File: src/logic/bsd_pkg.sv
// Package: constants shared by the battery short diagnostic configuration block
package bsd_pkg;
    // -------------------------------------------------------------------
    // Message layout
    // -------------------------------------------------------------------
    localparam int FRAME_BITS = 32;
    localparam int BIT_CNT_W = 6;
    localparam logic [BIT_CNT_W-1:0] FRAME_BITS_CNT = 6'h20;
    localparam int RW_POS = 31;
    localparam int CODE_MSB = 30;
    localparam int CODE_LSB = 24;
    localparam int DATA_W = 24;
    localparam logic [6:0] CODE_CFG_LOW = 7'h02;
    localparam logic [6:0] CODE_CFG_HIGH = 7'h03;
    localparam logic [7:0] REG_CFG_LOW_OFFSET = 8'h02;
    localparam logic [7:0] REG_CFG_HIGH_OFFSET = 8'h03;

    // -------------------------------------------------------------------
    // Per-channel field layout inside the 24-bit data part
    // -------------------------------------------------------------------
    localparam int CH_PER_MSG = 4;
    localparam int CHANNELS = 8;
    localparam int FIELD_STRIDE = 6;
    localparam int THR_LSB_FIRST = 22;
    localparam int RETRY_LSB_FIRST = 18;
    localparam int THR_W = 2;
    localparam int RETRY_W = 4;

    // -------------------------------------------------------------------
    // Reset values and retry scaling
    // -------------------------------------------------------------------
    localparam logic [THR_W-1:0] THR_RESET = 2'h3;
    localparam logic [RETRY_W-1:0] RETRY_RESET = 4'hF;
    localparam logic [DATA_W-1:0] CFG_RESET = 24'hFFFFFF;
    localparam int RETRY_SCALE_SHIFT = 4;
    localparam int RETRY_CNT_W = RETRY_W + RETRY_SCALE_SHIFT;
    localparam logic [31:0] RESP_RESET = 32'h00000000;

    // Frame sequencing, Gray coded along idle -> shift -> done
    typedef enum logic [1:0] {
        BSD_IDLE = 2'b00,
        BSD_SHIFT = 2'b01,
        BSD_DONE = 2'b11
    } bsd_frame_e;
endpackage : bsd_pkg

File: src/logic/bsd_retry_if.sv
// Interface: link between the configuration core and the retry timer bank
`timescale 1ns/1ps
interface bsd_retry_if #(
    parameter int CHANNELS = 8,
    parameter int RETRY_W = 4
) ();
    logic [CHANNELS-1:0] tick;
    logic [CHANNELS-1:0] short_event;
    logic [RETRY_W*CHANNELS-1:0] retry_field;
    logic [CHANNELS-1:0] waiting;
    logic [CHANNELS-1:0] retry_go;

    modport ctrl (
        output tick,
        output short_event,
        output retry_field,
        input waiting,
        input retry_go
    );
    modport timer (
        input tick,
        input short_event,
        input retry_field,
        output waiting,
        output retry_go
    );
endinterface : bsd_retry_if

File: src/logic/bsd_battery_short_diag_config.sv
// Module: serial configuration store for short-to-battery diagnostics, eight channels
`timescale 1ns/1ps
// Function
// - Bits 30:24 code, bit 31 write flag; code 0000010 addresses channels 0-3.
// - Code 0000011 addresses channels 4-7 with identical field handling.
// - Threshold codes at 23:22,17:16,11:10,5:4 select 0.7/0.9/1.1/1.3 V.
// - Every threshold code resets to 11, the highest level.
// - Retry fields at 21:18,15:12,9:6,3:0, below each threshold code.
// - After a short, wait sixteen times retry field PWM periods before retest.
// - Every retry field resets to 1111, a 240 period wait.
// - Wait counter advances once per PWM period of the channel.
// - Answer has bit 31 zero, echoed code, current fields in place.
module bsd_battery_short_diag_config (
    input wire logic clk_sys,
    input wire logic sys_rst,
    input wire logic spi_sclk,
    input wire logic spi_cs_n,
    input wire logic spi_mosi,
    output logic spi_miso_out,
    output logic spi_miso_oe,
    input wire logic [bsd_pkg::CHANNELS-1:0] pwm_period_tick,
    input wire logic [bsd_pkg::CHANNELS-1:0] short_event,
    output logic [bsd_pkg::THR_W*bsd_pkg::CHANNELS-1:0] battery_short_threshold,
    output logic [bsd_pkg::RETRY_W*bsd_pkg::CHANNELS-1:0] battery_short_retry_count,
    output logic [bsd_pkg::CHANNELS-1:0] retry_waiting,
    output logic [bsd_pkg::CHANNELS-1:0] retry_start
);
    import bsd_pkg::*;

    // -------------------------------------------------------------------
    // Field helpers
    // -------------------------------------------------------------------
    // Threshold code of message slot k
    function automatic logic [THR_W-1:0] thr_of(input logic [DATA_W-1:0] w, input int k);
        thr_of = w[THR_LSB_FIRST - FIELD_STRIDE*k +: THR_W];
    endfunction : thr_of

    // Retry field of message slot k
    function automatic logic [RETRY_W-1:0] retry_of(input logic [DATA_W-1:0] w,
        input int k);
        retry_of = w[RETRY_LSB_FIRST - FIELD_STRIDE*k +: RETRY_W];
    endfunction : retry_of

    // Answer word: flag clear, code echoed, data fields in their places
    function automatic logic [FRAME_BITS-1:0] answer_of(input logic [CODE_MSB-CODE_LSB:0] code,
        input logic [DATA_W-1:0] data);
        answer_of = {1'b0, code, data};
    endfunction : answer_of

    // -------------------------------------------------------------------
    // Pin synchronisers
    // -------------------------------------------------------------------
    logic sclk_s1;
    logic sclk_s2;
    logic sclk_d;
    logic cs_n_s1;
    logic cs_n_s2;
    logic cs_n_d;
    logic mosi_s1;
    logic mosi_s2;
    logic sclk_rise;
    logic sclk_fall;
    logic cs_fall;
    logic cs_rise;

    // Clock pin: two stages, then one history stage for edges
    always_ff @(posedge clk_sys or posedge sys_rst) begin
        if (sys_rst) begin
            sclk_s1 <= 1'b0; // Idle low, no false edge after reset
            sclk_s2 <= 1'b0;
            sclk_d <= 1'b0;
        end else begin
            sclk_s1 <= spi_sclk;
            sclk_s2 <= sclk_s1;
            sclk_d <= sclk_s2;
        end
    end

    // Select pin: resets to the deselected level
    always_ff @(posedge clk_sys or posedge sys_rst) begin
        if (sys_rst) begin
            cs_n_s1 <= 1'b1;
            cs_n_s2 <= 1'b1;
            cs_n_d <= 1'b1;
        end else begin
            cs_n_s1 <= spi_cs_n;
            cs_n_s2 <= cs_n_s1;
            cs_n_d <= cs_n_s2;
        end
    end

    // Data pin: same delay as the clock so each bit lines up with its edge
    always_ff @(posedge clk_sys or posedge sys_rst) begin
        if (sys_rst) begin
            mosi_s1 <= 1'b0;
            mosi_s2 <= 1'b0;
        end else begin
            mosi_s1 <= spi_mosi;
            mosi_s2 <= mosi_s1;
        end
    end

    // Edge detection on synchronised levels
    assign sclk_rise = sclk_s2 & ~sclk_d;
    assign sclk_fall = ~sclk_s2 & sclk_d;
    assign cs_fall = ~cs_n_s2 & cs_n_d;
    assign cs_rise = cs_n_s2 & ~cs_n_d;

    // -------------------------------------------------------------------
    // Frame sequencer
    // -------------------------------------------------------------------
    bsd_frame_e state;
    bsd_frame_e next_state;
    logic [BIT_CNT_W-1:0] bit_cnt;
    logic [FRAME_BITS-1:0] rx_shift;
    logic [FRAME_BITS-1:0] tx_shift;
    logic [FRAME_BITS-1:0] resp_word;
    logic [DATA_W-1:0] cfg_low;
    logic [DATA_W-1:0] cfg_high;
    logic frame_ok;
    logic msg_wr;
    logic [CODE_MSB-CODE_LSB:0] msg_code;
    logic hit_low;
    logic hit_high;
    logic wr_commit;

    // Decoded fields of a completed frame
    assign frame_ok = (bit_cnt == FRAME_BITS_CNT);
    assign msg_wr = rx_shift[RW_POS];
    assign msg_code = rx_shift[CODE_MSB:CODE_LSB];
    assign hit_low = (msg_code == CODE_CFG_LOW);
    assign hit_high = (msg_code == CODE_CFG_HIGH);
    // Store only complete frames that carry the write flag
    assign wr_commit = (state == BSD_DONE) && frame_ok && msg_wr;

    // Next state of the frame sequencer
    always_comb begin
        next_state = state;
        unique case (state)
            BSD_IDLE: begin
                if (cs_fall) begin
                    next_state = BSD_SHIFT;
                end
            end
            BSD_SHIFT: begin
                if (cs_rise) begin
                    next_state = BSD_DONE;
                end
            end
            BSD_DONE: begin
                next_state = BSD_IDLE;
            end
            default: begin
                next_state = BSD_IDLE;
            end
        endcase
    end

    // State register
    always_ff @(posedge clk_sys or posedge sys_rst) begin
        if (sys_rst) begin
            state <= BSD_IDLE;
        end else begin
            state <= next_state;
        end
    end

    // -------------------------------------------------------------------
    // Receive shifter, MSB first on rising clock
    // -------------------------------------------------------------------
    // Bit counter, saturates one past a full frame so long frames fail
    always_ff @(posedge clk_sys or posedge sys_rst) begin
        if (sys_rst) begin
            bit_cnt <= '0;
        end else if (state == BSD_IDLE && cs_fall) begin
            bit_cnt <= '0;
        end else if (state == BSD_SHIFT && sclk_rise) begin
            if (bit_cnt != FRAME_BITS_CNT + 6'h01) begin
                bit_cnt <= bit_cnt + 6'h01; // Saturates past 32
            end
        end
    end

    // Data shifter, most significant bit arrives first
    always_ff @(posedge clk_sys or posedge sys_rst) begin
        if (sys_rst) begin
            rx_shift <= '0;
        end else if (state == BSD_SHIFT && sclk_rise) begin
            rx_shift <= {rx_shift[FRAME_BITS-2:0], mosi_s2};
        end
    end

    // -------------------------------------------------------------------
    // Transmit shifter, changes on falling clock
    // -------------------------------------------------------------------
    // Load on select, shift on falling clock
    always_ff @(posedge clk_sys or posedge sys_rst) begin
        if (sys_rst) begin
            tx_shift <= '0;
            spi_miso_out <= 1'b0;
        end else if (state == BSD_IDLE && cs_fall) begin
            tx_shift <= resp_word; // Answer to previous frame
            spi_miso_out <= resp_word[FRAME_BITS-1];
        end else if (state == BSD_SHIFT && sclk_fall) begin
            tx_shift <= {tx_shift[FRAME_BITS-2:0], 1'b0};
            spi_miso_out <= tx_shift[FRAME_BITS-2];
        end
    end

    // -------------------------------------------------------------------
    // Data line enable
    // -------------------------------------------------------------------
    // High from select detected to deselect detected
    always_ff @(posedge clk_sys or posedge sys_rst) begin
        if (sys_rst) begin
            spi_miso_oe <= 1'b0;
        end else if (cs_rise) begin
            spi_miso_oe <= 1'b0; // Release shared data line
        end else if (state == BSD_IDLE && cs_fall) begin
            spi_miso_oe <= 1'b1;
        end
    end

    // -------------------------------------------------------------------
    // Configuration store
    // -------------------------------------------------------------------
    // Low group store, channels 0-3
    always_ff @(posedge clk_sys or posedge sys_rst) begin
        if (sys_rst) begin
            cfg_low <= CFG_RESET;
        end else if (wr_commit && hit_low) begin
            cfg_low <= rx_shift[DATA_W-1:0];
        end
    end

    // High group store, channels 4-7
    always_ff @(posedge clk_sys or posedge sys_rst) begin
        if (sys_rst) begin
            cfg_high <= CFG_RESET;
        end else if (wr_commit && hit_high) begin
            cfg_high <= rx_shift[DATA_W-1:0];
        end
    end

    // -------------------------------------------------------------------
    // Response word for the next frame
    // -------------------------------------------------------------------
    always_ff @(posedge clk_sys or posedge sys_rst) begin
        if (sys_rst) begin
            resp_word <= RESP_RESET;
        end else if (state == BSD_DONE) begin
            if (!frame_ok) begin
                resp_word <= RESP_RESET; // Broken frame answers zero
            end else if (hit_low) begin
                resp_word <= answer_of(msg_code, msg_wr ? rx_shift[DATA_W-1:0] : cfg_low);
            end else if (hit_high) begin
                resp_word <= answer_of(msg_code, msg_wr ? rx_shift[DATA_W-1:0] : cfg_high);
            end else begin
                resp_word <= RESP_RESET; // Other codes belong elsewhere
            end
        end
    end

    // -------------------------------------------------------------------
    // Per-channel outputs and retry timer bank
    // -------------------------------------------------------------------
    bsd_retry_if #(.CHANNELS(CHANNELS), .RETRY_W(RETRY_W)) retry_link ();

    // Spread stored words over channels, slot k of each message, from flops
    always_ff @(posedge clk_sys or posedge sys_rst) begin
        if (sys_rst) begin
            battery_short_threshold <= {CHANNELS{THR_RESET}};
            battery_short_retry_count <= {CHANNELS{RETRY_RESET}};
        end else begin
            for (int k = 0; k < CH_PER_MSG; k++) begin
                battery_short_threshold[k*THR_W +: THR_W] <= thr_of(cfg_low, k);
                battery_short_threshold[(k+CH_PER_MSG)*THR_W +: THR_W] <=
                    thr_of(cfg_high, k);
                battery_short_retry_count[k*RETRY_W +: RETRY_W] <= retry_of(cfg_low, k);
                battery_short_retry_count[(k+CH_PER_MSG)*RETRY_W +: RETRY_W] <=
                    retry_of(cfg_high, k);
            end
        end
    end

    // Timer bank inputs
    assign retry_link.tick = pwm_period_tick;
    assign retry_link.short_event = short_event;
    assign retry_link.retry_field = battery_short_retry_count;

    bsd_retry_timer #(
        .CHANNELS(CHANNELS)
    ) u_retry_timer (
        .clk_sys(clk_sys),
        .sys_rst(sys_rst),
        .rif(retry_link.timer)
    );

    // Timer results, both registered inside the bank
    assign retry_waiting = retry_link.waiting;
    assign retry_start = retry_link.retry_go;
endmodule : bsd_battery_short_diag_config

File: src/logic/bsd_retry_timer.sv
// Module: per-channel retry wait counters counted in PWM periods
`timescale 1ns/1ps
module bsd_retry_timer #(
    parameter int CHANNELS = 8
) (
    input wire logic clk_sys,
    input wire logic sys_rst,
    bsd_retry_if.timer rif
);
    import bsd_pkg::*;

    logic [RETRY_CNT_W-1:0] wait_cnt [CHANNELS];

    // -------------------------------------------------------------------
    // Wait counters
    // -------------------------------------------------------------------
    // Load sixteen times the field, count down once per PWM period
    always_ff @(posedge clk_sys or posedge sys_rst) begin
        if (sys_rst) begin
            for (int i = 0; i < CHANNELS; i++) begin
                wait_cnt[i] <= '0;
            end
            rif.waiting <= '0;
            rif.retry_go <= '0;
        end else begin
            for (int i = 0; i < CHANNELS; i++) begin
                rif.retry_go[i] <= 1'b0;
                if (rif.short_event[i]) begin
                    wait_cnt[i] <= {rif.retry_field[i*RETRY_W +: RETRY_W],
                        {RETRY_SCALE_SHIFT{1'b0}}};
                    rif.waiting[i] <= 1'b1;
                end else if (rif.waiting[i]) begin
                    if (wait_cnt[i] == '0) begin
                        rif.waiting[i] <= 1'b0; // Wait over, allow retest
                        rif.retry_go[i] <= 1'b1;
                    end else if (rif.tick[i]) begin
                        wait_cnt[i] <= wait_cnt[i] - 1'b1;
                    end
                end
            end
        end
    end
endmodule : bsd_retry_timer

File: config.mk
export PLATFORM = sky130hd
export DESIGN_NAME = bsd_battery_short_diag_config
export DESIGN_NICKNAME = d
export VERILOG_FILES = /design/src/logic/bsd_pkg.sv /design/src/logic/bsd_retry_if.sv /design/src/logic/bsd_battery_short_diag_config.sv /design/src/logic/bsd_retry_timer.sv
export SDC_FILE = /design/constraint.sdc
export NUM_CORES = 1
export LEC_CHECK = 0
export BUFFER_PORTS_ARGS = -buffer_cell sky130_fd_sc_hd__buf_4
export CORE_ASPECT_RATIO = 1.1
export CORE_UTILIZATION = 40
export DETAILED_ROUTE_END_ITERATION = 8
export PLACE_DENSITY_LB_ADDON = 0.08
export SLEW_MARGIN = 15
export SYNTH_ARGS = -nofsm -noshare
export SYNTH_HDL_FRONTEND = slang
export SYNTH_SLANG_ARGS = --single-unit
File: constraint.sdc
create_clock -name clk_sys -period 12 [get_ports clk_sys]
set_input_delay 3 -clock clk_sys [delete_from_list [all_inputs] [get_ports clk_sys]]
set_output_delay 3 -clock clk_sys [all_outputs]
set_load 0.01 [all_outputs]
==> summary.md <==
| Metric | Value |
|---|---|
| Status | finished, final reports clean |
| Core footprint | 0.0297 sq mm |
| Critical path capture point type | primary output |
| Max Root-Sink Buffers | 3 |
| First-pass GRT wire length | 40.0 mm |
| P&R area growth vs syn | 17.9% |
| Unrepaired setup endpoints after global routing | no |
| Hold crit path type | reg2reg |
| Clk pin slew, worst setup/hold paths | 60 ps |
| Worst-Margin Slew | 1050 ps |
| WP data required | 9000 ps |
| CTS Hold Bufs | 0 |
| Most frequent cell after synthesis | dfrtp_1 |
| Placed Instances | 1424 |
| Post-synth EDFFs | 0 |
| CP cell instances | buf_4 |
| Sink Count | 288 |
| Slew margin rel. | 0.301 |
| Port buffer count | 86 |
| Worst path max stage delay | 590 ps |
| Setup TNS | 0 ps |
| Post-CTS setup repair buffer count | 0 |
| Die ar. | 0.0310 sq mm |
| Max IR drop VDD | 91.8 uV |
| Root buffer cell | clkbuf_16 |
| DPL Wire Length | 14.6 mm |
| Starting density of the core | 0.408 |
| Initial antenna violation count | 0 |
| GRT Residual Overflow | 0 |
| Initial DRC count | 428 |
| Most area-hungry cell type in the Yosys netlist | dfrtp_1 |
| ANT nets after route | 0 |
| WP data arrival | 1250 ps |
| R2R Path End | cfg_high[13] |
| Row count | 66 |
| Final hold vios | 0 |
| Wirelength per Cell | 16.1 um |
| Width of the die | 168 um |
| PnR Total Power | 2450 uW |
| # IOs | 87 |
| Reg2reg setup slack | 8830 ps |
| Clk_lat worst skew | 520 ps |
| Final Slew Violations | 0 |
| Clk_skew | 17.4 ps |
| Min Clock Period, post-route | 4250 ps |
| Mapped Cells | 997 |
| Area share of the largest cell type after synthesis | 0.390 |
| Vias per inst | 5.14 |
| GRT Total Usage | 0.159 |
| Crit-path slowest cell | dfstp_2 |
| FMAX | 0.236 GHz |
| Synth unique cells | 54 |
| DRT Pass-1 Iters | 4 |
| Number of inserted diodes | 0 |
| Vias | 7632 |
| Period utilization | 0.354 |
| Synth Warn # | 0 |
| Leakage | 0.00632 uW |
| CTS Buf Count | 34 |
| DRC errors left | 0 |
| Chip height | 185 um |
| PwrDens | 172 mW/mm^2 |
| Syn_area_per_cell | 12.2 sq um |
| Final GP Congestion | 0.784 |
| Share of cells above drive strength 1 | 0.299 |
| Dominant cells by area after synthesis | dfrtp_1 39%, dfstp_2 21%, mux2_2 6.7% |
| H-tree levels | 2 |
| FF-to-FF path depth | 6 |
| Worst Hold End | mosi_s2 |
| Worst path bufs/invs | 1 |
| Family with the most delay on the worst path | flip-flops |
| WHS Path Cells | 0 |
| Crit path launch type | flip-flop |
| Vias in the first global route | 7609 |
| Post-Syn Nets | 1037 |
| Critical Path Fanout Max | 2 |
| Number of synthesized register bits | 288 |
| R2r startpoint | rx_shift[26] |
| PostCTS Resize Cnt | 0 |
| Crit path from | battery_short_retry_count[17] |
| Finished Layout Cells | 1486 |
| Setup-failing EPs final | 0 |
| Seq/Total Area, Yosys | 0.605 |
| Synth Cell Area | 0.0121 sq mm |
| Most used DFF post-synth | dfrtp_1 |
| Hold WS | 344 ps |
| CP Class | reg2out |
| Nets | 1126 |
| HP Start | mosi_s1 |
| Largest net degree at the start of global routing | 162 |
| Max-cap viol count | 0 |
| Synth top cells by count | 189 x dfrtp_1, 99 x dfstp_2, 94 x nand2_1, 76 x nor2_1, 72 x mux2_2 |
| FFs w/ async S/R, synth | 1.00 |
| Routed Wire Length | 23.9 mm |
| CTS tree | yes |
-- how the worst max path moves through the flow --
stage	endpoint	depth (start not counted)
after CTS	battery_short_retry_count[17]	1
after floorplan	bit_cnt[0]	1
after global placement	spi_miso_oe	3
final	battery_short_retry_count[17]	1
after detailed placement	spi_miso_oe	3
after global routing	u_retry_timer.wait_cnt[8]	3
-- flip-flops by register name, indices dropped and copies added (netlist names), 2 cells and up --
register                    count
u_retry_timer.wait_cnt         64
battery_short_retry_count      32
rx_shift                       32
resp_word                      31
tx_shift                       31
cfg_high                       24
cfg_low                        24
battery_short_threshold        16
u_retry_timer.rif.retry_go      8
u_retry_timer.rif.waiting       8
bit_cnt                         6
state                           2
-- power by group --
group	total, uW	internal [uW]	switching (uW)	leakage [uW]
Sequential	1120	1040	73.3	0.00359
Clock	993	590	403	0.000544
Combinational	345	158	188	0.00218
-- area by class of cell --
| cell class | instances | area, sq um |
|---|---|---|
| Inverter | 37 | 146 |
| Multi-Input combinational cell | 631 | 4530 |
| Fill cell | 2727 | 15400 |
| Tap cell | 374 | 468 |
| Timing Repair Buffer | 94 | 718 |
| Clock inverter | 11 | 83.8 |
| Clock buffer | 51 | 1020 |
| Sequential cell | 288 | 7330 |
-- placed cells by master (no fill, tap or decap), types with 35 or more instances in the layout --
master	count
buf_4	93
clkbuf_16	35
dfrtp_1	189
dfstp_2	99
inv_1	35
mux2_2	72
nand2_1	94
nor2_1	76
o21ai_0	66
xnor2_1	36
-- logic make-up (layout without fill, tap and decap cells) --
family	after synthesis	after routing	share of synthesized area
fa+ha+maj	19	19	0.0196
compound gates	160	160	0.0879
flops	288	288	0.605
simple gates	289	289	0.122
xor+xnor	40	40	0.0289
mux	123	123	0.111
buf+inv	78	193	0.0257
-- routing by layer --
metal | vias up | GRT usage | wire (um)
met1 | 3769 | 0.231 | 12000
met3 | 34 | 0.0331 | 936
met4 | 0 | 0.0455 | 421
met2 | 106 | 0.240 | 10500
li1 | 3723 | - | -
met5 | - | 0 | 0
-- metrics by stage --
stage / util / instance area, sq um / setup slack, ps
after floorplan: - / 12100 / 1210
after global placement: 0.444 / 13200 / 7340
after detailed placement: 0.444 / 13200 / 7340
after CTS: 0.481 / 14300 / 7740
after global routing: 0.481 / 14300 / 7690
final: 0.481 / 14300 / 7750
(Power assumes the default switching activity.)
